$ cat src/hw/sau_pkg.sv
// Operation
// - config registers 0x00-0x28, slots 4*n, unlock 0xFC
// - command bits 0/1 enable/disable, status bit 8
// - command bits 2/3 setup entry/exit, status bit 9
// - command bits 4/5 bus-error response on/off
// - lock setup bit 16 selects open mode
// - unlock lasts count cycles or one access
// - unlock key must match stored key
// - low/high enable masks map channels 0-62
// - idle flag clears on start, sets on completion
// - flags 7:0 cleared only by flag clear
// - remap target upper half below 0xFFFC flagged
// - master bus error sets status bit 6
// - unlock with error pending aborts, sets bit 5
// - wrong unlock key sets status bit 4
// - reading unlock port sets status bit 3
// - locked or disabled channel access denied, bit 2
// - one access after unlock sets bit 1
// - unlock expiry without access sets bit 0
// - interrupt while masked flag set
// - only one channel unlocked at a time
package sau_pkg;

  // ==========================================================
  // register offsets
  localparam logic [7:0] SAU_CMD_OFF = 8'h00;
  localparam logic [7:0] SAU_SETUP_OFF = 8'h04;
  localparam logic [7:0] SAU_CEH_OFF = 8'h08;
  localparam logic [7:0] SAU_CEL_OFF = 8'h0C;
  localparam logic [7:0] SAU_STAT_OFF = 8'h10;
  localparam logic [7:0] SAU_IES_OFF = 8'h14;
  localparam logic [7:0] SAU_IEC_OFF = 8'h18;
  localparam logic [7:0] SAU_MASK_OFF = 8'h1C;
  localparam logic [7:0] SAU_FCLR_OFF = 8'h20;
  localparam logic [7:0] SAU_PARAM_OFF = 8'h24;
  localparam logic [7:0] SAU_REV_OFF = 8'h28;
  localparam logic [7:0] SAU_UNLOCK_OFF = 8'hFC;

  // ==========================================================
  // field positions and values
  localparam int SAU_CMD_EN = 0;
  localparam int SAU_CMD_STOP = 1;
  localparam int SAU_CMD_SETUP_IN = 2;
  localparam int SAU_CMD_SETUP_OUT = 3;
  localparam int SAU_CMD_BON = 4;
  localparam int SAU_CMD_BOFF = 5;
  localparam int SAU_OPEN_BIT = 16;
  localparam int SAU_ST_EN = 8;
  localparam int SAU_ST_SETUP = 9;
  localparam int SAU_ST_IDLE = 10;
  localparam int SAU_F_TMO = 0;
  localparam int SAU_F_CAS = 1;
  localparam int SAU_F_DENY = 2;
  localparam int SAU_F_ULRD = 3;
  localparam int SAU_F_KEY = 4;
  localparam int SAU_F_BLOCK = 5;
  localparam int SAU_F_MST = 6;
  localparam int SAU_F_RTADR = 7;
  localparam logic [7:0] SAU_ERR_MASK = 8'hFD;
  localparam logic [15:0] SAU_RT_LOW_LIMIT = 16'hFFFC;
  localparam logic [31:0] SAU_STAT_RST = 32'h0000_0400;

  // ==========================================================
  // carriers
  typedef struct packed {
    logic sel;
    logic wr;
    logic [7:0] addr;
    logic [31:0] wdata;
  } sau_pb_req_t;

  typedef struct packed {
    logic valid;
    logic wr;
    logic [7:0] addr;
    logic [31:0] wdata;
  } sau_hs_req_t;

  typedef struct packed {
    logic valid;
    logic wr;
    logic [31:0] addr;
    logic [31:0] wdata;
  } sau_mst_req_t;

  typedef struct packed {
    logic done;
    logic err;
    logic [31:0] rdata;
  } sau_rsp_t;

  typedef enum logic [1:0] {
    SAU_ST_IDLE_S = 2'b00,
    SAU_ST_MST_S = 2'b01,
    SAU_ST_WAIT_S = 2'b10
  } sau_state_t;

endpackage

$ cat src/hw/sau_core.sv
`timescale 1ns/100ps
module sau_core
  import sau_pkg::*;
#(
  parameter int N_CH = 63,
  // revision value is arbitrary
  parameter logic [11:0] REV_ID = 12'h100
) (
  input wire logic core_clk_i,
  input wire logic rst_i,
  input wire sau_pb_req_t pb_req_i,
  output logic [31:0] pb_rdata_o,
  input wire sau_hs_req_t hs_req_i,
  output sau_rsp_t hs_rsp_o,
  output sau_mst_req_t mst_req_o,
  input wire sau_rsp_t mst_rsp_i,
  output logic irq_o
);

  // ==========================================================
  // state
  sau_state_t state_q;
  logic en_q, setup_q, berr_q, open_q, idle_q, irq_q;
  logic [7:0] ul_len_q, key_q, flags_q, irq_en_q, ul_cnt_q, set_v, clr_v;
  logic [31:0] cel_q, ceh_q, pb_rdata_q;
  logic [5:0] ul_ch_q;
  logic ul_act_q;
  logic [31:0] rt_q [N_CH];
  sau_rsp_t rsp_q;
  sau_mst_req_t mst_q;

  // ==========================================================
  // decode
  logic take, is_ul, ul_rd, ul_wr, err_any, key_bad, ul_go;
  logic ch_acc, rt_acc, ch_ok, in_range, consume, expire, pb_we;
  logic [5:0] ch_idx;
  logic [63:0] cer;
  logic [31:0] rt_sel;

  assign pb_we = pb_req_i.sel && pb_req_i.wr;
  assign take = (state_q == SAU_ST_IDLE_S) && hs_req_i.valid;
  assign is_ul = hs_req_i.addr == SAU_UNLOCK_OFF;
  assign ch_idx = hs_req_i.addr[7:2];
  assign ul_rd = take && is_ul && !hs_req_i.wr;
  assign ul_wr = take && is_ul && hs_req_i.wr;
  assign err_any = |(flags_q & SAU_ERR_MASK);
  assign key_bad = hs_req_i.wdata[15:8] != key_q;
  assign ul_go = ul_wr && !err_any && !key_bad;
  assign rt_acc = take && !is_ul && setup_q;
  assign ch_acc = take && !is_ul && !setup_q;
  assign cer = {1'b0, ceh_q[30:0], cel_q};
  assign in_range = 32'(ch_idx) < N_CH;
  assign rt_sel = in_range ? rt_q[ch_idx] : 32'h0000_0000;
  assign ch_ok = en_q && in_range && cer[ch_idx] &&
                 (open_q || (ul_act_q && ul_ch_q == ch_idx));
  assign consume = ch_acc && ch_ok;
  assign expire = ul_act_q && !consume && !ul_go && ul_cnt_q <= 8'h01;

  always_comb begin
    set_v = 8'h00;
    set_v[SAU_F_TMO] = expire;
    set_v[SAU_F_CAS] = consume && !open_q;
    set_v[SAU_F_DENY] = ch_acc && !ch_ok;
    set_v[SAU_F_ULRD] = ul_rd;
    set_v[SAU_F_KEY] = ul_wr && !err_any && key_bad;
    set_v[SAU_F_BLOCK] = ul_wr && err_any;
    set_v[SAU_F_MST] = (state_q == SAU_ST_MST_S) && mst_rsp_i.done
                       && mst_rsp_i.err;
    set_v[SAU_F_RTADR] = rt_acc && hs_req_i.wr
                         && hs_req_i.wdata[31:16] < SAU_RT_LOW_LIMIT;
  end

  assign clr_v = (pb_we && pb_req_i.addr == SAU_FCLR_OFF) ?
                 pb_req_i.wdata[7:0] : 8'h00;

  // ==========================================================
  // channel-side sequencer
  always_ff @(posedge core_clk_i) begin
    if (rst_i) begin
      state_q <= SAU_ST_IDLE_S;
      rsp_q <= '0;
      mst_q <= '0;
    end else begin
      unique case (state_q)
        SAU_ST_IDLE_S: begin
          rsp_q <= '0;
          if (take) begin
            state_q <= SAU_ST_WAIT_S;
            rsp_q.done <= 1'b1;
            if (ul_rd || (ch_acc && !ch_ok))
              rsp_q.err <= berr_q;
            if (rt_acc && !hs_req_i.wr)
              rsp_q.rdata <= rt_sel;
            if (consume) begin
              // forward to remap target
              state_q <= SAU_ST_MST_S;
              rsp_q.done <= 1'b0;
              mst_q.valid <= 1'b1;
              mst_q.wr <= hs_req_i.wr;
              mst_q.addr <= rt_sel;
              mst_q.wdata <= hs_req_i.wdata;
            end
          end
        end
        SAU_ST_MST_S: begin
          if (mst_rsp_i.done) begin
            mst_q.valid <= 1'b0;
            state_q <= SAU_ST_WAIT_S;
            rsp_q.done <= 1'b1;
            rsp_q.err <= mst_rsp_i.err && berr_q;
            rsp_q.rdata <= mst_rsp_i.rdata;
          end
        end
        SAU_ST_WAIT_S: begin
          // one dead cycle so a held request is not taken twice
          rsp_q <= '0;
          state_q <= SAU_ST_IDLE_S;
        end
        default: begin
          state_q <= SAU_ST_IDLE_S;
          rsp_q <= '0;
          mst_q <= '0;
        end
      endcase
    end
  end

  // ==========================================================
  // control registers
  always_ff @(posedge core_clk_i) begin
    if (rst_i) begin
      en_q <= 1'b0;
      setup_q <= 1'b0;
      berr_q <= 1'b0;
    end else if (pb_we && pb_req_i.addr == SAU_CMD_OFF) begin
      if (pb_req_i.wdata[SAU_CMD_STOP])
        en_q <= 1'b0;
      else if (pb_req_i.wdata[SAU_CMD_EN])
        en_q <= 1'b1;
      if (pb_req_i.wdata[SAU_CMD_SETUP_OUT])
        setup_q <= 1'b0;
      else if (pb_req_i.wdata[SAU_CMD_SETUP_IN])
        setup_q <= 1'b1;
      if (pb_req_i.wdata[SAU_CMD_BOFF])
        berr_q <= 1'b0;
      else if (pb_req_i.wdata[SAU_CMD_BON])
        berr_q <= 1'b1;
    end
  end

  always_ff @(posedge core_clk_i) begin
    if (rst_i) begin
      open_q <= 1'b0;
      ul_len_q <= 8'h00;
      key_q <= 8'h00;
      cel_q <= 32'h0000_0000;
      ceh_q <= 32'h0000_0000;
      irq_en_q <= 8'h00;
    end else if (pb_we) begin
      unique case (pb_req_i.addr)
        SAU_SETUP_OFF: begin
          open_q <= pb_req_i.wdata[SAU_OPEN_BIT];
          ul_len_q <= pb_req_i.wdata[15:8];
          key_q <= pb_req_i.wdata[7:0];
        end
        SAU_CEH_OFF: ceh_q <= {1'b0, pb_req_i.wdata[30:0]};
        SAU_CEL_OFF: cel_q <= pb_req_i.wdata;
        SAU_IES_OFF: irq_en_q <= irq_en_q | pb_req_i.wdata[7:0];
        SAU_IEC_OFF: irq_en_q <= irq_en_q & ~pb_req_i.wdata[7:0];
        default: begin
        end
      endcase
    end
  end

  // ==========================================================
  // status flags, set wins over clear
  always_ff @(posedge core_clk_i) begin
    if (rst_i)
      flags_q <= SAU_STAT_RST[7:0];
    else
      flags_q <= (flags_q & ~clr_v) | set_v;
  end

  always_ff @(posedge core_clk_i) begin
    if (rst_i)
      idle_q <= SAU_STAT_RST[SAU_ST_IDLE];
    else if (consume)
      idle_q <= 1'b0;
    else if (state_q == SAU_ST_MST_S && mst_rsp_i.done)
      idle_q <= 1'b1;
  end

  // ==========================================================
  // unlock window
  always_ff @(posedge core_clk_i) begin
    if (rst_i) begin
      ul_act_q <= 1'b0;
      ul_ch_q <= 6'h00;
      ul_cnt_q <= 8'h00;
    end else if (ul_go) begin
      // a new unlock replaces any other
      ul_act_q <= 1'b1;
      ul_ch_q <= hs_req_i.wdata[5:0];
      ul_cnt_q <= ul_len_q;
    end else if (consume || expire) begin
      ul_act_q <= 1'b0;
    end else if (ul_act_q) begin
      ul_cnt_q <= ul_cnt_q - 8'h01;
    end
  end

  // ==========================================================
  // remap targets
  genvar g;
  generate
    for (g = 0; g < N_CH; g++) begin : g_rt
      always_ff @(posedge core_clk_i) begin
        if (rst_i)
          rt_q[g] <= 32'h0000_0000;
        else if (rt_acc && hs_req_i.wr && ch_idx == 6'(g))
          rt_q[g] <= hs_req_i.wdata;
      end
    end
  endgenerate

  // ==========================================================
  // peripheral read port and interrupt
  always_ff @(posedge core_clk_i) begin
    if (rst_i) begin
      pb_rdata_q <= 32'h0000_0000;
    end else if (pb_req_i.sel && !pb_req_i.wr) begin
      unique case (pb_req_i.addr)
        SAU_CEH_OFF: pb_rdata_q <= ceh_q;
        SAU_CEL_OFF: pb_rdata_q <= cel_q;
        SAU_STAT_OFF: pb_rdata_q <= {21'h000000, idle_q, setup_q, en_q, flags_q};
        SAU_MASK_OFF: pb_rdata_q <= {24'h000000, irq_en_q};
        SAU_PARAM_OFF: pb_rdata_q <= {26'h0000000, 6'(N_CH)};
        SAU_REV_OFF: pb_rdata_q <= {20'h00000, REV_ID};
        default: pb_rdata_q <= 32'h0000_0000;
      endcase
    end
  end

  always_ff @(posedge core_clk_i) begin
    if (rst_i)
      irq_q <= 1'b0;
    else
      irq_q <= |(flags_q & irq_en_q);
  end

  assign pb_rdata_o = pb_rdata_q;
  assign hs_rsp_o = rsp_q;
  assign mst_req_o = mst_q;
  assign irq_o = irq_q;
endmodule // sau_core

$ cat config.mk
export PLATFORM = sky130hd
export DESIGN_NAME = sau_core
export DESIGN_NICKNAME = d
export VERILOG_FILES = /design/src/hw/sau_pkg.sv /design/src/hw/sau_core.sv
export SDC_FILE = /design/constraint.sdc
export NUM_CORES = 2
export LEC_CHECK = 0
export BUFFER_PORTS_ARGS = -buffer_cell sky130_fd_sc_hd__buf_2
export CAP_MARGIN = 20
export CORE_MARGIN = 5
export CORE_UTILIZATION = 35
export CTS_CLUSTER_DIAMETER = 80
export DETAILED_ROUTE_END_ITERATION = 16
export HOLD_SLACK_MARGIN = 0.02
export PLACE_DENSITY = 0.59
export SLEW_MARGIN = 15
export SYNTH_ARGS = -nofsm -noshare
export SYNTH_HDL_FRONTEND = slang
export SYNTH_SLANG_ARGS = --single-unit
$ cat constraint.sdc
create_clock -name core_clk_i -period 7.7 [get_ports core_clk_i]
set_input_delay 0.77 -clock core_clk_i [delete_from_list [all_inputs] [get_ports core_clk_i]]
set_output_delay 0.77 -clock core_clk_i [all_outputs]
set_load 0.01 [all_outputs]
==> run_results.csv <==
group,metric,value,unit
placed_design,gp_congestion,0.877,
sta,fin_crit,4.26,ns
hold_path,hold_class,"primary input to register",
clock_network,clockBufferDepth,3,
clock_network,cts_setup_buffers,0,
logic_synthesis,synth_flop_cell,"edfxtp_1",
cells_and_area,area_growth,13.7,%
pwr,p_per_area,235,nW/um^2
floorplan,io_pins,253,
global_route,grt_pass1_wl,453,mm
logic_synthesis,postSynthCellCount,6887,
clock_network,cts-htree-levels,4,
placed_design,hpwl,184,mm
sta,max_slew_margin,23.7,%
sta,period_share,55.3,%
pwr,vdd.ir_drop.worst,0.207,mV
detailed_routing,drtIter0Drc,7151,
sta,finalMaxSlewViolations,0,
global_route,grt_max_degree,107,
flow_run,drv_cap,0,
clock_network,clk_latency,0.88,ns
logic_synthesis,synth_area,102000,sq um
logic_synthesis,syn-num-nets,7012,
cells_and_area,drive_gt1_share,22.0,%
logic_synthesis,synth_most_common_cell,"and2_1",
detailed_routing,firstDrtPassIters,6,
logic_synthesis,synth_top_cell_by_area,"edfxtp_1",
critical_path,required,8.20,ns
detailed_routing,vias_per_cell,5.44,
critical_path,cp-start-kind,"register",
clock_network,cts_hold_buf,0,
detailed_routing,drc,0,
sta,timing.fmax,235,MHz
critical_path,crit_path_end_kind,"register",
floorplan,start_util,35.2,%
sta,rsz0062_at_grt,"false",
clock_network,cts_sinks,2266,
pwr,p_leak,41.3,nW
detailed_routing,postRouteAntennaNets,0,
clock_network,cts_root_buffer,"clkbuf_16",
placed_design,io_buffers,252,
logic_synthesis,synth-seq-cells,2266,
logic_synthesis,async_reset_ff_share,0,%
floorplan,rows,197,
global_route,antenna_found_initial,20,
cells_and_area,final_core_util,40.0,%
clock_network,post_cts_resized,0,
logic_synthesis,ys_types,59,
outcome,status,"finished clean",
logic_synthesis,avgSynthCellArea,14.8,sq um
cells_and_area,layout.nets,7036,
sta,worst_pin_slew,1.11,ns
clock_network,clkSlewWorstSetupHoldPaths,0.06,ns
critical_path,arrival,4.76,ns
sta,tns,0,ns
logic_synthesis,yosys-top-cells-count,"2019 x and2_1, 2016 x edfxtp_1, 595 x clkbuf_1, 555 x mux4_2, 348 x nand2_1",
global_route,grt_use_total,20.8,%
floorplan,die_w,549,um
floorplan,fp.dieH,549,um
logic_synthesis,ys.warnings.count,0,
detailed_routing,wl,320,mm
sta,fin_worst_skew,0.0635,ns
sta,setup_viol,0,
cells_and_area,final_area,116000,sq um
global_route,grt_overflow_total,0,
floorplan,dieArea,301000,sq um
critical_path,cp_max_fo,17,
critical_path,crit_type,"register to register",
logic_synthesis,seq_area_frac_synth,64.5,%
global_route,grt_pass1_vias,59900,
logic_synthesis,synth_top_cell_area_share,59.6,%
clock_network,cts_tree,"yes",
detailed_routing,avgRoutedWirePerCell,29.1,um
sta,finalHoldViolCount,0,
placed_design,dpl_cell_area,108000,sq um
detailed_routing,vias,59900,
logic_synthesis,synth_edf_count,2016,
logic_synthesis,synth_area_leaders,"edfxtp_1 60%, and2_1 12%, mux4_2 12%",
clock_network,cts_buffers,237,
floorplan,coreArea,289000,sq um
[layout by cell type, fill, tap and decap left out, types with 29 or more instances in the layout]
master | netlist | layout
nand2b_1 | 42 | 40
nor2_1 | 135 | 68
clkinv_2 | 0 | 38
o21ai_0 | 107 | 44
clkbuf_1 | 595 | 64
clkbuf_8 | 0 | 29
edfxtp_1 | 2016 | 2016
mux4_2 | 555 | 555
buf_4 | 12 | 219
mux2i_1 | 130 | 130
o22ai_1 | 33 | 33
mux2_2 | 33 | 33
clkbuf_16 | 0 | 240
o21ai_4 | 0 | 63
a22oi_1 | 132 | 132
nor2_2 | 1 | 60
clkinv_1 | 0 | 42
dfxtp_1 | 250 | 250
buf_2 | 65 | 247
nand2_1 | 348 | 347
a21oi_1 | 138 | 137
a22o_1 | 33 | 33
and2_1 | 2019 | 2019
[final timing paths]
kind	startpoint	to	slack, ns	depth (start not counted)
max	state_q[0]	rt_q[10][17]	3.44	8
min	mst_rsp_i[15]	hs_rsp_o[15]	0.12	3
max reg2reg	state_q[0]	rt_q[10][17]	3.44	8
min reg2reg	mst_req_o[64]	mst_req_o[64]	0.45	2
[per-stage QoR]
| stage | hold slack, ns | total power (W) | std cells | setup slack (ns) |
|---|---|---|---|---|
| detailed placement | 0.446 | 0.0160 | 10600 | 2.63 |
| floorplan | 0.437 | 0.0151 | 6887 | 2.59 |
| global route | 0.0781 | 0.0279 | 11000 | 3.27 |
| finish | 0.123 | 0.0271 | 11000 | 3.44 |
| CTS | 0.0583 | 0.0273 | 11000 | 3.51 |
| global placement | 0.440 | 0.0160 | 10500 | 2.62 |
[kinds of logic (layout without fill, tap and decap cells)]
family,after synthesis,count (layout),share of synthesized area (%)
compound gates,554,554,3.59
buf+inv,704,935,2.75
xor+xnor,15,15,0.129
other cells,0,11,0
mux,722,722,14.0
flops,2266,2266,64.5
fa+ha+maj,5,5,0.0615
simple gates,2621,2621,14.9
[routing by layer]
layer | global-route usage (%) | vias up | part of all wire [%]
met3 | 3.97 | 529 | 8.3
met5 | 0 | - | 0.011
met1 | 27.2 | 31300 | 39
met4 | 8.74 | 6 | 4.7
li1 | - | 25300 | -
met2 | 33.9 | 2713 | 48
[state kept, by name (all words and copies together) (netlist names), named ones only]
register,cells
ul_act_q,1
flags_q,8
ul_len_q,8
rt_q,2016
cel_q,32
ul_ch_q,6
berr_q,1
irq_o,1
hs_rsp_o,34
open_q,1
setup_q,1
pb_rdata_o,32
key_q,8
en_q,1
mst_req_o,66
idle_q,1
ul_cnt_q,8
state_q,2
ceh_q,31
[critical path, cell delays in order (launching register included)]
cell and delay, ns:
dfxtp_1 0.33, inv_1 0.09, ha_1 0.28, and2_1 0.23, nand4_1 0.50, nor3_1 0.58
nand2_1 0.55, o21ai_4 0.85, buf_4 0.44
[power by group]
part           internal [W]  total, W  switching (W)
Sequential           0.0137    0.0138       0.000106
Combinational      0.000622   0.00196        0.00134
Clock               0.00645    0.0114        0.00491
Total                0.0208    0.0271        0.00636
[area by class of cell]
type / count / area, sq um
Clock buffer: 335 / 6660
Multi-Input combinational cell: 3917 / 34300
Clock inverter: 111 / 1020
Sequential cell: 2266 / 65500
Timing Repair Buffer: 479 / 3110
Inverter: 10 / 45.0
Antenna cell: 11 / 27.5
Tap cell: 3880 / 4850
Fill cell: 26200 / 173000
No activity file was read; power rests on OpenSTA's default activity.
